==> src/hw/ecl_consts.svh <==
`ifndef ECL_CONSTS_SVH
`define ECL_CONSTS_SVH
// Address space of the data EEPROM
`define ECL_ADDR_LO 11'h000
`define ECL_ADDR_HI 11'h7FF
`define ECL_ROW_MSB 10
`define ECL_ROW_LSB 7
`define ECL_COL_MSB 6
`define ECL_PAGE_BYTES 128
`define ECL_ROWS 16
// Control register values and bits
`define ECL_KEY1 8'h50
`define ECL_KEY2 8'hA0
`define ECL_CTL_SEL_BIT 1
`define ECL_CTL_BUSY_BIT 0
`define ECL_CTL_RESET 8'h00
// Program time per byte slot
`define ECL_PROG_NS 3200
`define ECL_CLK_NS 25
`define ECL_PROG_CYCLES 8'h80
`endif

==> src/hw/ecl_pkg.sv <==
package ecl_pkg;
  typedef enum logic [1:0] {
    ECL_IDLE,
    ECL_PROG,
    ECL_DONE
  } ecl_state_t;
endpackage

==> src/hw/ecl_eeprom_unit.sv <==
`timescale 1ns/1ps
`include "ecl_consts.svh"
// Operation
// - EEPROM occupies external-data addresses 0000h to 07FFh.
// - Accesses route to EEPROM only when the control select bit is set.
// - Selected reads return the EEPROM byte at the addressed location.
// - Writes load column latches first, then program one row.
// - One programming pass covers one to 128 bytes of a page.
// - Only bytes with a set marker are programmed; others stay unchanged.
// - Writing a column latch sets that byte's marker bit.
// - All marker bits clear once the row is fully programmed.
// - Latch loads come one byte per external-data write.
// - Pointer bits 10:7 select the row, bits 6:0 the byte.
// - Writing 50h then A0h to the control register starts programming.
// - Busy flag sets at start; EEPROM reads are blocked meanwhile.
// - Hardware clears the busy flag when programming ends.
// - Programming uses the most recently loaded page address.
module ecl_eeprom_unit (
  input wire logic clock,
  input wire logic resetn,
  input wire logic clockEnable,
  input wire logic [15:0] pointerAddr,
  input wire logic [7:0] cpuWrData,
  input wire logic xdataRead,
  input wire logic xdataWrite,
  input wire logic ctlWrite,
  input wire logic ctlRead,
  output logic [7:0] cpuRdData,
  output logic cpuRdValid,
  output logic eepromSelected,
  output logic nvmProgramBusyFlag,
  output logic arrayWrite,
  output logic [10:0] arrayWrAddr,
  output logic [7:0] arrayWrData,
  output logic [10:0] arrayRdAddr,
  input wire logic [7:0] arrayRdData
);
  ecl_pkg::ecl_state_t stateQ, stateD;
  logic [7:0] ctlQ;
  logic keyArmedQ;
  logic [3:0] pageRowQ;
  logic [6:0] scanColQ;
  logic [7:0] slotCntQ;
  logic [7:0] cpuRdDataQ;
  logic cpuRdValidQ;
  logic [7:0] arrayWrDataQ;
  logic [10:0] arrayWrAddrQ;
  logic arrayWriteQ;
  logic [7:0] latchData;
  logic latchMark;

  ////////////////////////////////////////////////////////////////////
  // Address decode and access steering
  function automatic logic inEeprom(input logic [15:0] a);
    inEeprom = (a[15:11] == 5'h00);
  endfunction

  wire selBit = ctlQ[`ECL_CTL_SEL_BIT];
  wire busy = (stateQ != ecl_pkg::ECL_IDLE);
  wire hit = inEeprom(pointerAddr) && selBit;
  wire rdHit = hit && xdataRead && !busy;
  wire latchLoad = hit && xdataWrite && !busy;
  wire startProg = ctlWrite && keyArmedQ &&
    (cpuWrData == `ECL_KEY2) && !busy;
  wire slotEnd = (slotCntQ == `ECL_PROG_CYCLES - 8'h01);
  wire lastCol = (scanColQ == 7'h7F);
  wire rowDone = (stateQ == ecl_pkg::ECL_DONE);

  assign eepromSelected = hit;
  assign nvmProgramBusyFlag = busy;
  assign arrayRdAddr = pointerAddr[10:0];
  assign cpuRdData = cpuRdDataQ;
  assign cpuRdValid = cpuRdValidQ;
  assign arrayWrite = arrayWriteQ;
  assign arrayWrAddr = arrayWrAddrQ;
  assign arrayWrData = arrayWrDataQ;

  ecl_latch_bank uLatch (
    .clock(clock),
    .resetn(resetn),
    .clockEnable(clockEnable),
    .loadEn(latchLoad),
    .loadCol(pointerAddr[`ECL_COL_MSB:0]),
    .loadData(cpuWrData),
    .clearMarks(rowDone),
    .readCol(scanColQ),
    .readData(latchData),
    .readMark(latchMark)
  );

  ////////////////////////////////////////////////////////////////////
  // Programming sequencer: one slot per byte column of the row
  always_comb begin
    stateD = stateQ;
    case (stateQ)
      ecl_pkg::ECL_IDLE: begin
        if (startProg) begin
          stateD = ecl_pkg::ECL_PROG;
        end
      end
      ecl_pkg::ECL_PROG: begin
        if (slotEnd && lastCol) begin
          stateD = ecl_pkg::ECL_DONE;
        end
      end
      ecl_pkg::ECL_DONE: begin
        stateD = ecl_pkg::ECL_IDLE;
      end
      default: begin
        stateD = ecl_pkg::ECL_IDLE;
      end
    endcase
  end

  always_ff @(posedge clock or negedge resetn) begin
    if (!resetn) begin
      stateQ <= ecl_pkg::ECL_IDLE;
    end else if (clockEnable) begin
      stateQ <= stateD;
    end
  end

  // Control register and key arming; any other write disarms
  always_ff @(posedge clock or negedge resetn) begin
    if (!resetn) begin
      ctlQ <= `ECL_CTL_RESET;
      keyArmedQ <= 1'b0;
    end else if (clockEnable) begin
      if (ctlWrite) begin
        ctlQ <= cpuWrData & 8'hFE;
        keyArmedQ <= (cpuWrData == `ECL_KEY1);
      end else if (xdataWrite || xdataRead) begin
        keyArmedQ <= 1'b0;
      end
    end
  end

  // Last loaded page wins as the row to program
  always_ff @(posedge clock or negedge resetn) begin
    if (!resetn) begin
      pageRowQ <= 4'h0;
    end else if (clockEnable && latchLoad) begin
      pageRowQ <= pointerAddr[`ECL_ROW_MSB:`ECL_ROW_LSB];
    end
  end

  // Column scan and slot timer
  always_ff @(posedge clock or negedge resetn) begin
    if (!resetn) begin
      scanColQ <= 7'h00;
      slotCntQ <= 8'h00;
    end else if (clockEnable) begin
      if (stateQ != ecl_pkg::ECL_PROG) begin
        scanColQ <= 7'h00;
        slotCntQ <= 8'h00;
      end else if (slotEnd) begin
        slotCntQ <= 8'h00;
        scanColQ <= scanColQ + 7'h01;
      end else begin
        slotCntQ <= slotCntQ + 8'h01;
      end
    end
  end

  // Array write strobe only for marked bytes
  always_ff @(posedge clock or negedge resetn) begin
    if (!resetn) begin
      arrayWriteQ <= 1'b0;
      arrayWrAddrQ <= 11'h000;
      arrayWrDataQ <= 8'h00;
    end else if (clockEnable) begin
      arrayWriteQ <= (stateQ == ecl_pkg::ECL_PROG) && slotEnd &&
        latchMark;
      arrayWrAddrQ <= {pageRowQ, scanColQ};
      arrayWrDataQ <= latchData;
    end
  end

  // Read data return, control read shows busy and select
  always_ff @(posedge clock or negedge resetn) begin
    if (!resetn) begin
      cpuRdDataQ <= 8'h00;
      cpuRdValidQ <= 1'b0;
    end else if (clockEnable) begin
      cpuRdValidQ <= rdHit || ctlRead;
      if (ctlRead) begin
        cpuRdDataQ <= {ctlQ[7:1], busy};
      end else if (rdHit) begin
        cpuRdDataQ <= arrayRdData;
      end
    end
  end

  AST_NO_READ_BUSY: assert property (@(posedge clock) disable iff (!resetn)
    busy && xdataRead && !ctlRead |=> !cpuRdValid)
    else $error("EEPROM read served while busy");
  AST_START: assert property (@(posedge clock) disable iff (!resetn)
    clockEnable && startProg |=> nvmProgramBusyFlag)
    else $error("key pair did not start programming");
  AST_NOSEL: assert property (@(posedge clock) disable iff (!resetn)
    !selBit |-> !eepromSelected)
    else $error("EEPROM selected without select bit");
  AST_ROWADDR: assert property (@(posedge clock) disable iff (!resetn)
    arrayWrite |-> arrayWrAddr[10:7] == pageRowQ)
    else $error("array write outside latched page");
  AST_END: assert property (@(posedge clock) disable iff (!resetn)
    clockEnable && rowDone |=> !nvmProgramBusyFlag)
    else $error("busy not cleared after row");
  AST_CLR: assert property (@(posedge clock) disable iff (!resetn)
    clockEnable && rowDone && !latchLoad |=> uLatch.markQ == '0)
    else $error("markers not cleared after row");
  // Array strobes only come from the programming sequence
  AST_WR_BUSY: assert property (@(posedge clock) disable iff (!resetn)
    arrayWrite |-> nvmProgramBusyFlag)
    else $error("array written outside programming");
  AST_RANGE: assert property (@(posedge clock) disable iff (!resetn)
    pointerAddr[15:11] != 5'h00 |-> !eepromSelected)
    else $error("select outside EEPROM range");
  AST_MARKONLY: assert property (@(posedge clock) disable iff (!resetn)
    arrayWrite |-> $past(latchMark))
    else $error("unmarked byte programmed");
endmodule

==> src/hw/ecl_latch_bank.sv <==
`timescale 1ns/1ps
`include "ecl_consts.svh"
module ecl_latch_bank (
  input wire logic clock,
  input wire logic resetn,
  input wire logic clockEnable,
  input wire logic loadEn,
  input wire logic [6:0] loadCol,
  input wire logic [7:0] loadData,
  input wire logic clearMarks,
  input wire logic [6:0] readCol,
  output logic [7:0] readData,
  output logic readMark
);
  logic [7:0] dataQ [0:`ECL_PAGE_BYTES-1];
  logic [`ECL_PAGE_BYTES-1:0] markQ;

  ////////////////////////////////////////////////////////////////////
  // Column data latches, no reset needed on data
  always_ff @(posedge clock) begin
    if (clockEnable && loadEn) begin
      dataQ[loadCol] <= loadData;
    end
  end

  // Written-marker ninth bits; a load wins over a row clear
  always_ff @(posedge clock or negedge resetn) begin
    if (!resetn) begin
      markQ <= '0;
    end else if (clockEnable) begin
      if (clearMarks) begin
        markQ <= '0;
      end
      if (loadEn) begin
        markQ[loadCol] <= 1'b1;
      end
    end
  end

  assign readData = dataQ[readCol];
  assign readMark = markQ[readCol];

  AST_MARK_SET: assert property (@(posedge clock) disable iff (!resetn)
    clockEnable && loadEn |=> markQ[$past(loadCol)])
    else $error("marker bit not set after latch load");
endmodule

==> config.mk <==
export PLATFORM = sky130hd
export DESIGN_NAME = ecl_eeprom_unit
export DESIGN_NICKNAME = d
export VERILOG_FILES = /design/src/hw/ecl_pkg.sv /design/src/hw/ecl_eeprom_unit.sv /design/src/hw/ecl_latch_bank.sv
export VERILOG_INCLUDE_DIRS = /design/src /design/src/hw
export SDC_FILE = /design/constraint.sdc
export NUM_CORES = 1
export LEC_CHECK = 0
export BUFFER_PORTS_ARGS = -buffer_cell sky130_fd_sc_hd__buf_2
export CAP_MARGIN = 20
export CORE_MARGIN = 2
export CORE_UTILIZATION = 60
export DETAILED_ROUTE_END_ITERATION = 10
export HOLD_SLACK_MARGIN = 0.05
export PLACE_DENSITY = 0.77
export SLEW_MARGIN = 40
export SYNTH_ARGS = -nofsm -noshare
export SYNTH_HDL_FRONTEND = slang
export SYNTH_HIERARCHICAL = 1
export SYNTH_SLANG_ARGS = --single-unit
==> constraint.sdc <==
create_clock -name clock -period 3.8 [get_ports clock]
set_input_delay 0.38 -clock clock [delete_from_list [all_inputs] [get_ports clock]]
set_output_delay 0.38 -clock clock [all_outputs]
set_load 0.01 [all_outputs]
**Word level (Yosys, flattened, before mapping)**

Memory sizes are Yosys's and may differ from the RTL's. A register that Yosys moved wholly into a read port is not among the register bits.
Cells that the tools add are included.

- Add/subtract/negate cells: 2
- Magnitude comparators: 3
- Eq/ne operators: 9
- Muxes and demuxes: 20
- Bitwise gates (word level): 1
- Reductions and logical operators: 28

Operators by type and width:

| cell | count |
|---|---|
| $mux W128 | 3 |
| $or A128 B128 Y128 | 1 |
| $mux W8 | 4 |
| $eq A8 B7 Y1 const B | 2 |
| $lt A7 B8 Y1 const B | 2 |
| $mux W7 | 2 |
| $logic_and A1 B1 Y1 | 13 |
| $add A8 B1 Y8 const B | 1 |
| $eq A8 B8 Y1 const B | 1 |
| $reduce_and A2 Y1 | 4 |
| $reduce_bool A2 Y1 | 4 |
| $add A7 B1 Y7 const B | 1 |
| $bmux W1 S7 | 1 |
| $demux W1 S7 | 1 |
| $eq A7 B7 Y1 const B | 1 |
| $ge A7 B1 Y1 const B | 1 |
| $mux W1 | 6 |
| $logic_not A5 Y1 | 1 |
| $mux W2 | 2 |
| $ne A2 B2 Y1 const B | 2 |
| $pmux W2 S2 | 1 |
| $reduce_and A3 Y1 | 1 |
| $eq A2 B1 Y1 const B | 1 |
| $eq A2 B2 Y1 const B | 1 |
| other kinds (4) | 6 |

- Register bits: 178
- Bits in writable memories: 1024
- Input bits: 39
- Output and inout bits: 42
- Word-level logic and storage cells: 75
- Memories: 1

Memories:

| name | depth | width | rd ports | clocked after memory_dff | write ports | line | RTL |
|---|---|---|---|---|---|---|---|
| uLatch.dataQ | 128 | 8 | 1 | 1 | 1 | ecl_latch_bank.sv:15 | `` logic [7:0] dataQ [0:`ECL_PAGE_BYTES-1]; `` |

**Longest topological paths before layout**

- Depth in word-level cells: 7
- Gate-level depth with buffers: 9
- Mapped depth without buffers: 6

**Hierarchy**

Netlist, hierarchy kept.

Modules (own cells, without submodules):

| module | times used | cells each | area an instance (µm²) | seq. area each (µm²) |
|---|---|---|---|---|
| ecl_latch_bank | 1 | 2027 | 44806.7 | 33952.6 |
| ecl_eeprom_unit | 1 | 226 | 2627.5 | 1451.4 |

**Least setup slack after synthesis**

No wires, ideal clock.

- Path type: reg-to-reg
- From: register scanColQ[0]
- To: register arrayWrDataQ[6] (netlist: arrayWrData[6]) (read register of uLatch.dataQ)
- Setup time: 0.125 ns
- Arrival: 3.110 ns
- Required time: 3.675 ns
- Path slack: 0.566 ns
- Stages on the path, launching flop included: 8
- Buffers on the path: 2
- Clock period less this slack: 3.234 ns
- Path through: dfrtp_1 -> buf_2 -> buf_1 -> mux4_2 -> mux4_2 -> mux4_2 -> mux2_2 -> mux2_2

RTL lines:

| element | line | RTL |
|---|---|---|
| start: declaration | ecl_eeprom_unit.sv:42 | `logic [6:0] scanColQ;` |
| start signal: assignment | ecl_eeprom_unit.sv:158 | `scanColQ <= scanColQ + 7'h01;` |
| end: declaration | ecl_eeprom_unit.sv:46 | `logic [7:0] arrayWrDataQ;` |

==> impl_metrics.env <==
export IMPL_maxSlewHeadroom_pct=40.81
export IMPL_ys_warn_count=6
export IMPL_synth_fp_nets=2294
export IMPL_synth_area_sq_um=47430
export IMPL_final_net_count=2521
export IMPL_io_pins=81
export IMPL_synth_seq_cells=1210
export IMPL_cp_start_kind="flip-flop"
export IMPL_synthArstFlopShare_pct=15.37
export IMPL_p_per_area_nw_per_um2=493.3
export IMPL_grt_start_max_net_pins=97
export IMPL_ant_nets=0
export IMPL_holdPathStages=3
export IMPL_die_h_microns=285.2
export IMPL_post_cts_buffers=0
export IMPL_critPathMaxFanout=29
export IMPL_grt_pass1_wl_microns=174400
export IMPL_setup_tns_ns=0
export IMPL_synth_xor_area_share_pct=0.09232
export IMPL_r2r_cells=7
export IMPL_hp_start="ctlWrite"
export IMPL_layout_commonest_cell="edfxtp_1"
export IMPL_initial_utilization_pct=60.34
export IMPL_hold_class="input pin to flip-flop"
export IMPL_synthFlopType="edfxtp_1"
export IMPL_clockBufferDepth=3
export IMPL_slew_violations=0
export IMPL_drtPass1Iterations=5
export IMPL_fin_total_pwr_uw=26740
export IMPL_clock_latency_ns=0.70
export IMPL_ys_seq_area_share_pct=74.64
export IMPL_r2r_slack_ns=0.27
export IMPL_core_sq_um=78610
export IMPL_critPathKind="flip-flop to flip-flop"
export IMPL_final_cell_mix="edfxtp_1, mux4_2, dfrtp_1, buf_4, clkbuf_16"
export IMPL_cp_end_kind="flip-flop"
export IMPL_io_buffers=80
export IMPL_place_gp_congestion=0.8397
export IMPL_synth_edff_count=1024
export IMPL_synth_adder_area_share_pct=0.05276
export IMPL_h_tree_depth=3
export IMPL_skew_ns=0.03911
export IMPL_worst_pin_slew_ns=0.8846
export IMPL_wirelength_microns=118300
export IMPL_wl_per_cell_microns=32.56
export IMPL_vias=24860
export IMPL_timing_rr_end="arrayWrData[0]$_DFFE_PN0P_"
export IMPL_clockRootBuffer="clkbuf_16"
export IMPL_numCtsBuffers=117
export IMPL_grt_pass1_vias=25350
export IMPL_track_usage_pct=29.80
export IMPL_cts_tree="built"
export IMPL_dieArea_sq_um=81320
export IMPL_clock_sinks=1210
export IMPL_status="finished clean"
export IMPL_synth_cell_types=44
export IMPL_setup_viol=0
export IMPL_synth_top_family_by_area="multiplexers"
export IMPL_yosys_area_share_simple_pct=2.582
export IMPL_overflow=0
export IMPL_synth_area_per_cell_sq_um=21.05
export IMPL_rsz0062_at_grt="no"
export IMPL_fmax_ghz=0.2829
export IMPL_crit_arrival_ns=4.08
export IMPL_drive_above_1_share_pct=34.17
export IMPL_drc_errors=0
export IMPL_dp_hpwl_microns=68340
export IMPL_vias_per_cell=6.838
export IMPL_r2r_start="scanColQ[0]$_DFFE_PN0P_"
export IMPL_worstPathRequired_ns=4.35
export IMPL_whs_endpoint="keyArmedQ$_DFFE_PN0P_"
export IMPL_hold_viol=0
export IMPL_p_leak_uw=0.01819
export IMPL_netlist_instances=2253
export IMPL_synth_compound_area_share_pct=2.329
export IMPL_drtIter0Drc=3651
export IMPL_antenna_found_initial=5
export IMPL_synthMuxAreaShare_pct=18.87
export IMPL_num_rows=103
export IMPL_clk_pin_slew_worst_paths_ns=0.06
export IMPL_die_w_microns=285.2
export IMPL_irDropWorstVdd_mv=0.3824
export IMPL_period_minus_slack_ns=3.535
export IMPL_fin_crit_sh_pct=93.03
export IMPL_areaGrowthSynthToFinish_pct=14.28
export IMPL_max_cap_violations=0
-- logic make-up (layout without fill, tap and decap cells) --
kind of cell	Yosys count	after routing
DFF	1210	1210
muxes	417	417
xor gates and xnor gates	5	5
other	0	1
and+or+nand+nor	289	289
AOI/OAI and AO/OA	177	177
buffers and inverters	153	484
adders and majority gates	2	2
-- worst max-delay path, cell delays in order, from the launching register on --
cell	delay, ns
dfrtp_4	0.58
buf_12	0.28
buf_12	0.28
mux4_2	0.53
mux4_2	0.54
mux4_2	0.57
mux2_2	0.29
mux2_2	0.29
-- synth_stat cells, types with 11 or more instances --
master	number	area, sq um
mux4_2	378	8513
nand2_1	99	371.6
buf_1	20	75.07
a21oi_1	11	55.05
clkbuf_1	86	322.8
nand3_1	14	70.07
nor2_1	145	544.3
dfrtp_1	186	4654
a21o_1	64	480.5
buf_4	13	97.59
buf_2	27	135.1
o22ai_1	16	100.1
o21ai_1	64	320.3
edfxtp_1	1024	30750
mux2_2	39	439.2
-- routing by layer --
layer | vias up | part of all wire, % | track usage, %
met1 | 13100 | 37 | 42.30
met2 | 1768 | 48 | 46.88
met4 | 6 | 3.6 | 10.63
li1 | 9711 | - | -
met5 | - | 0.033 | 0
met3 | 275 | 11 | 6.344
-- stage by stage --
| step | cells | setup WS [ns] | instance area (sq um) | utilization, % | hold WS (ns) |
|---|---|---|---|---|---|
| 2_1_floorplan | 2253 | 0.5656 | 47430 | - | 0.08441 |
| 3_3_place_gp | 3396 | 0.3289 | 50050 | 63.67 | 0.4530 |
| 3_5_place_dp | 3396 | 0.3131 | 50080 | 63.71 | 0.4612 |
| 4_1_cts | 3633 | 0.2622 | 54120 | 68.85 | 0.05052 |
| 5_1_grt | 3634 | 0.2017 | 54200 | 68.95 | 0.08437 |
| 6_report | 3635 | 0.2650 | 54210 | 68.95 | 0.07890 |
-- cell type report --
class,count,area (sq um)
well taps,1050,1314
diodes,1,2.502
fillers,4545,24410
clock inverters,77,716.9
multi-input cells,890,11450
flip-flops and latches,1210,35420
inverters,4,15.01
repair buffers,257,2110
clock buffers,146,3182
-- worst max-delay path by stage --
stage | startpoint | to | slack (ns) | cells past startpoint
finish | scanColQ[0]$_DFFE_PN0P_ | arrayWrData[0]$_DFFE_PN0P_ | 0.27 | 7
floorplan | scanColQ[0]$_DFFE_PN0P_ | arrayWrData[6]$_DFFE_PN0P_ | 0.57 | 7
global route | scanColQ[0]$_DFFE_PN0P_ | arrayWrData[3]$_DFFE_PN0P_ | 0.20 | 7
global placement | scanColQ[0]$_DFFE_PN0P_ | arrayWrData[1]$_DFFE_PN0P_ | 0.33 | 7
CTS | scanColQ[0]$_DFFE_PN0P_ | arrayWrData[0]$_DFFE_PN0P_ | 0.26 | 7
detailed placement | scanColQ[0]$_DFFE_PN0P_ | arrayWrData[1]$_DFFE_PN0P_ | 0.31 | 7
-- state kept, by name, summed over array words and instances (netlist names), 2 cells and up --
signal,count
uLatch/dataQ,1024
uLatch/markQ,128
arrayWrAddr,11
arrayWrData,8
cpuRdData,8
slotCntQ,8
ctlQ,7
scanColQ,7
pageRowQ,4
stateQ,2
-- where the power goes --
group	internal (uW)	switching (uW)	total [uW]
combinational	138	379	517
clock	6750	4950	11700
sequential	14500	61.4	14500
total	21300	5390	26700
-- what timing repair did --
action | in CTS | in global routing
endpoints found under the hold margin | 107 | 0
gates resized for setup | 0 | 0
hold buffers | 14 | 0
Note: power is estimated with default switching activity, not from simulation.
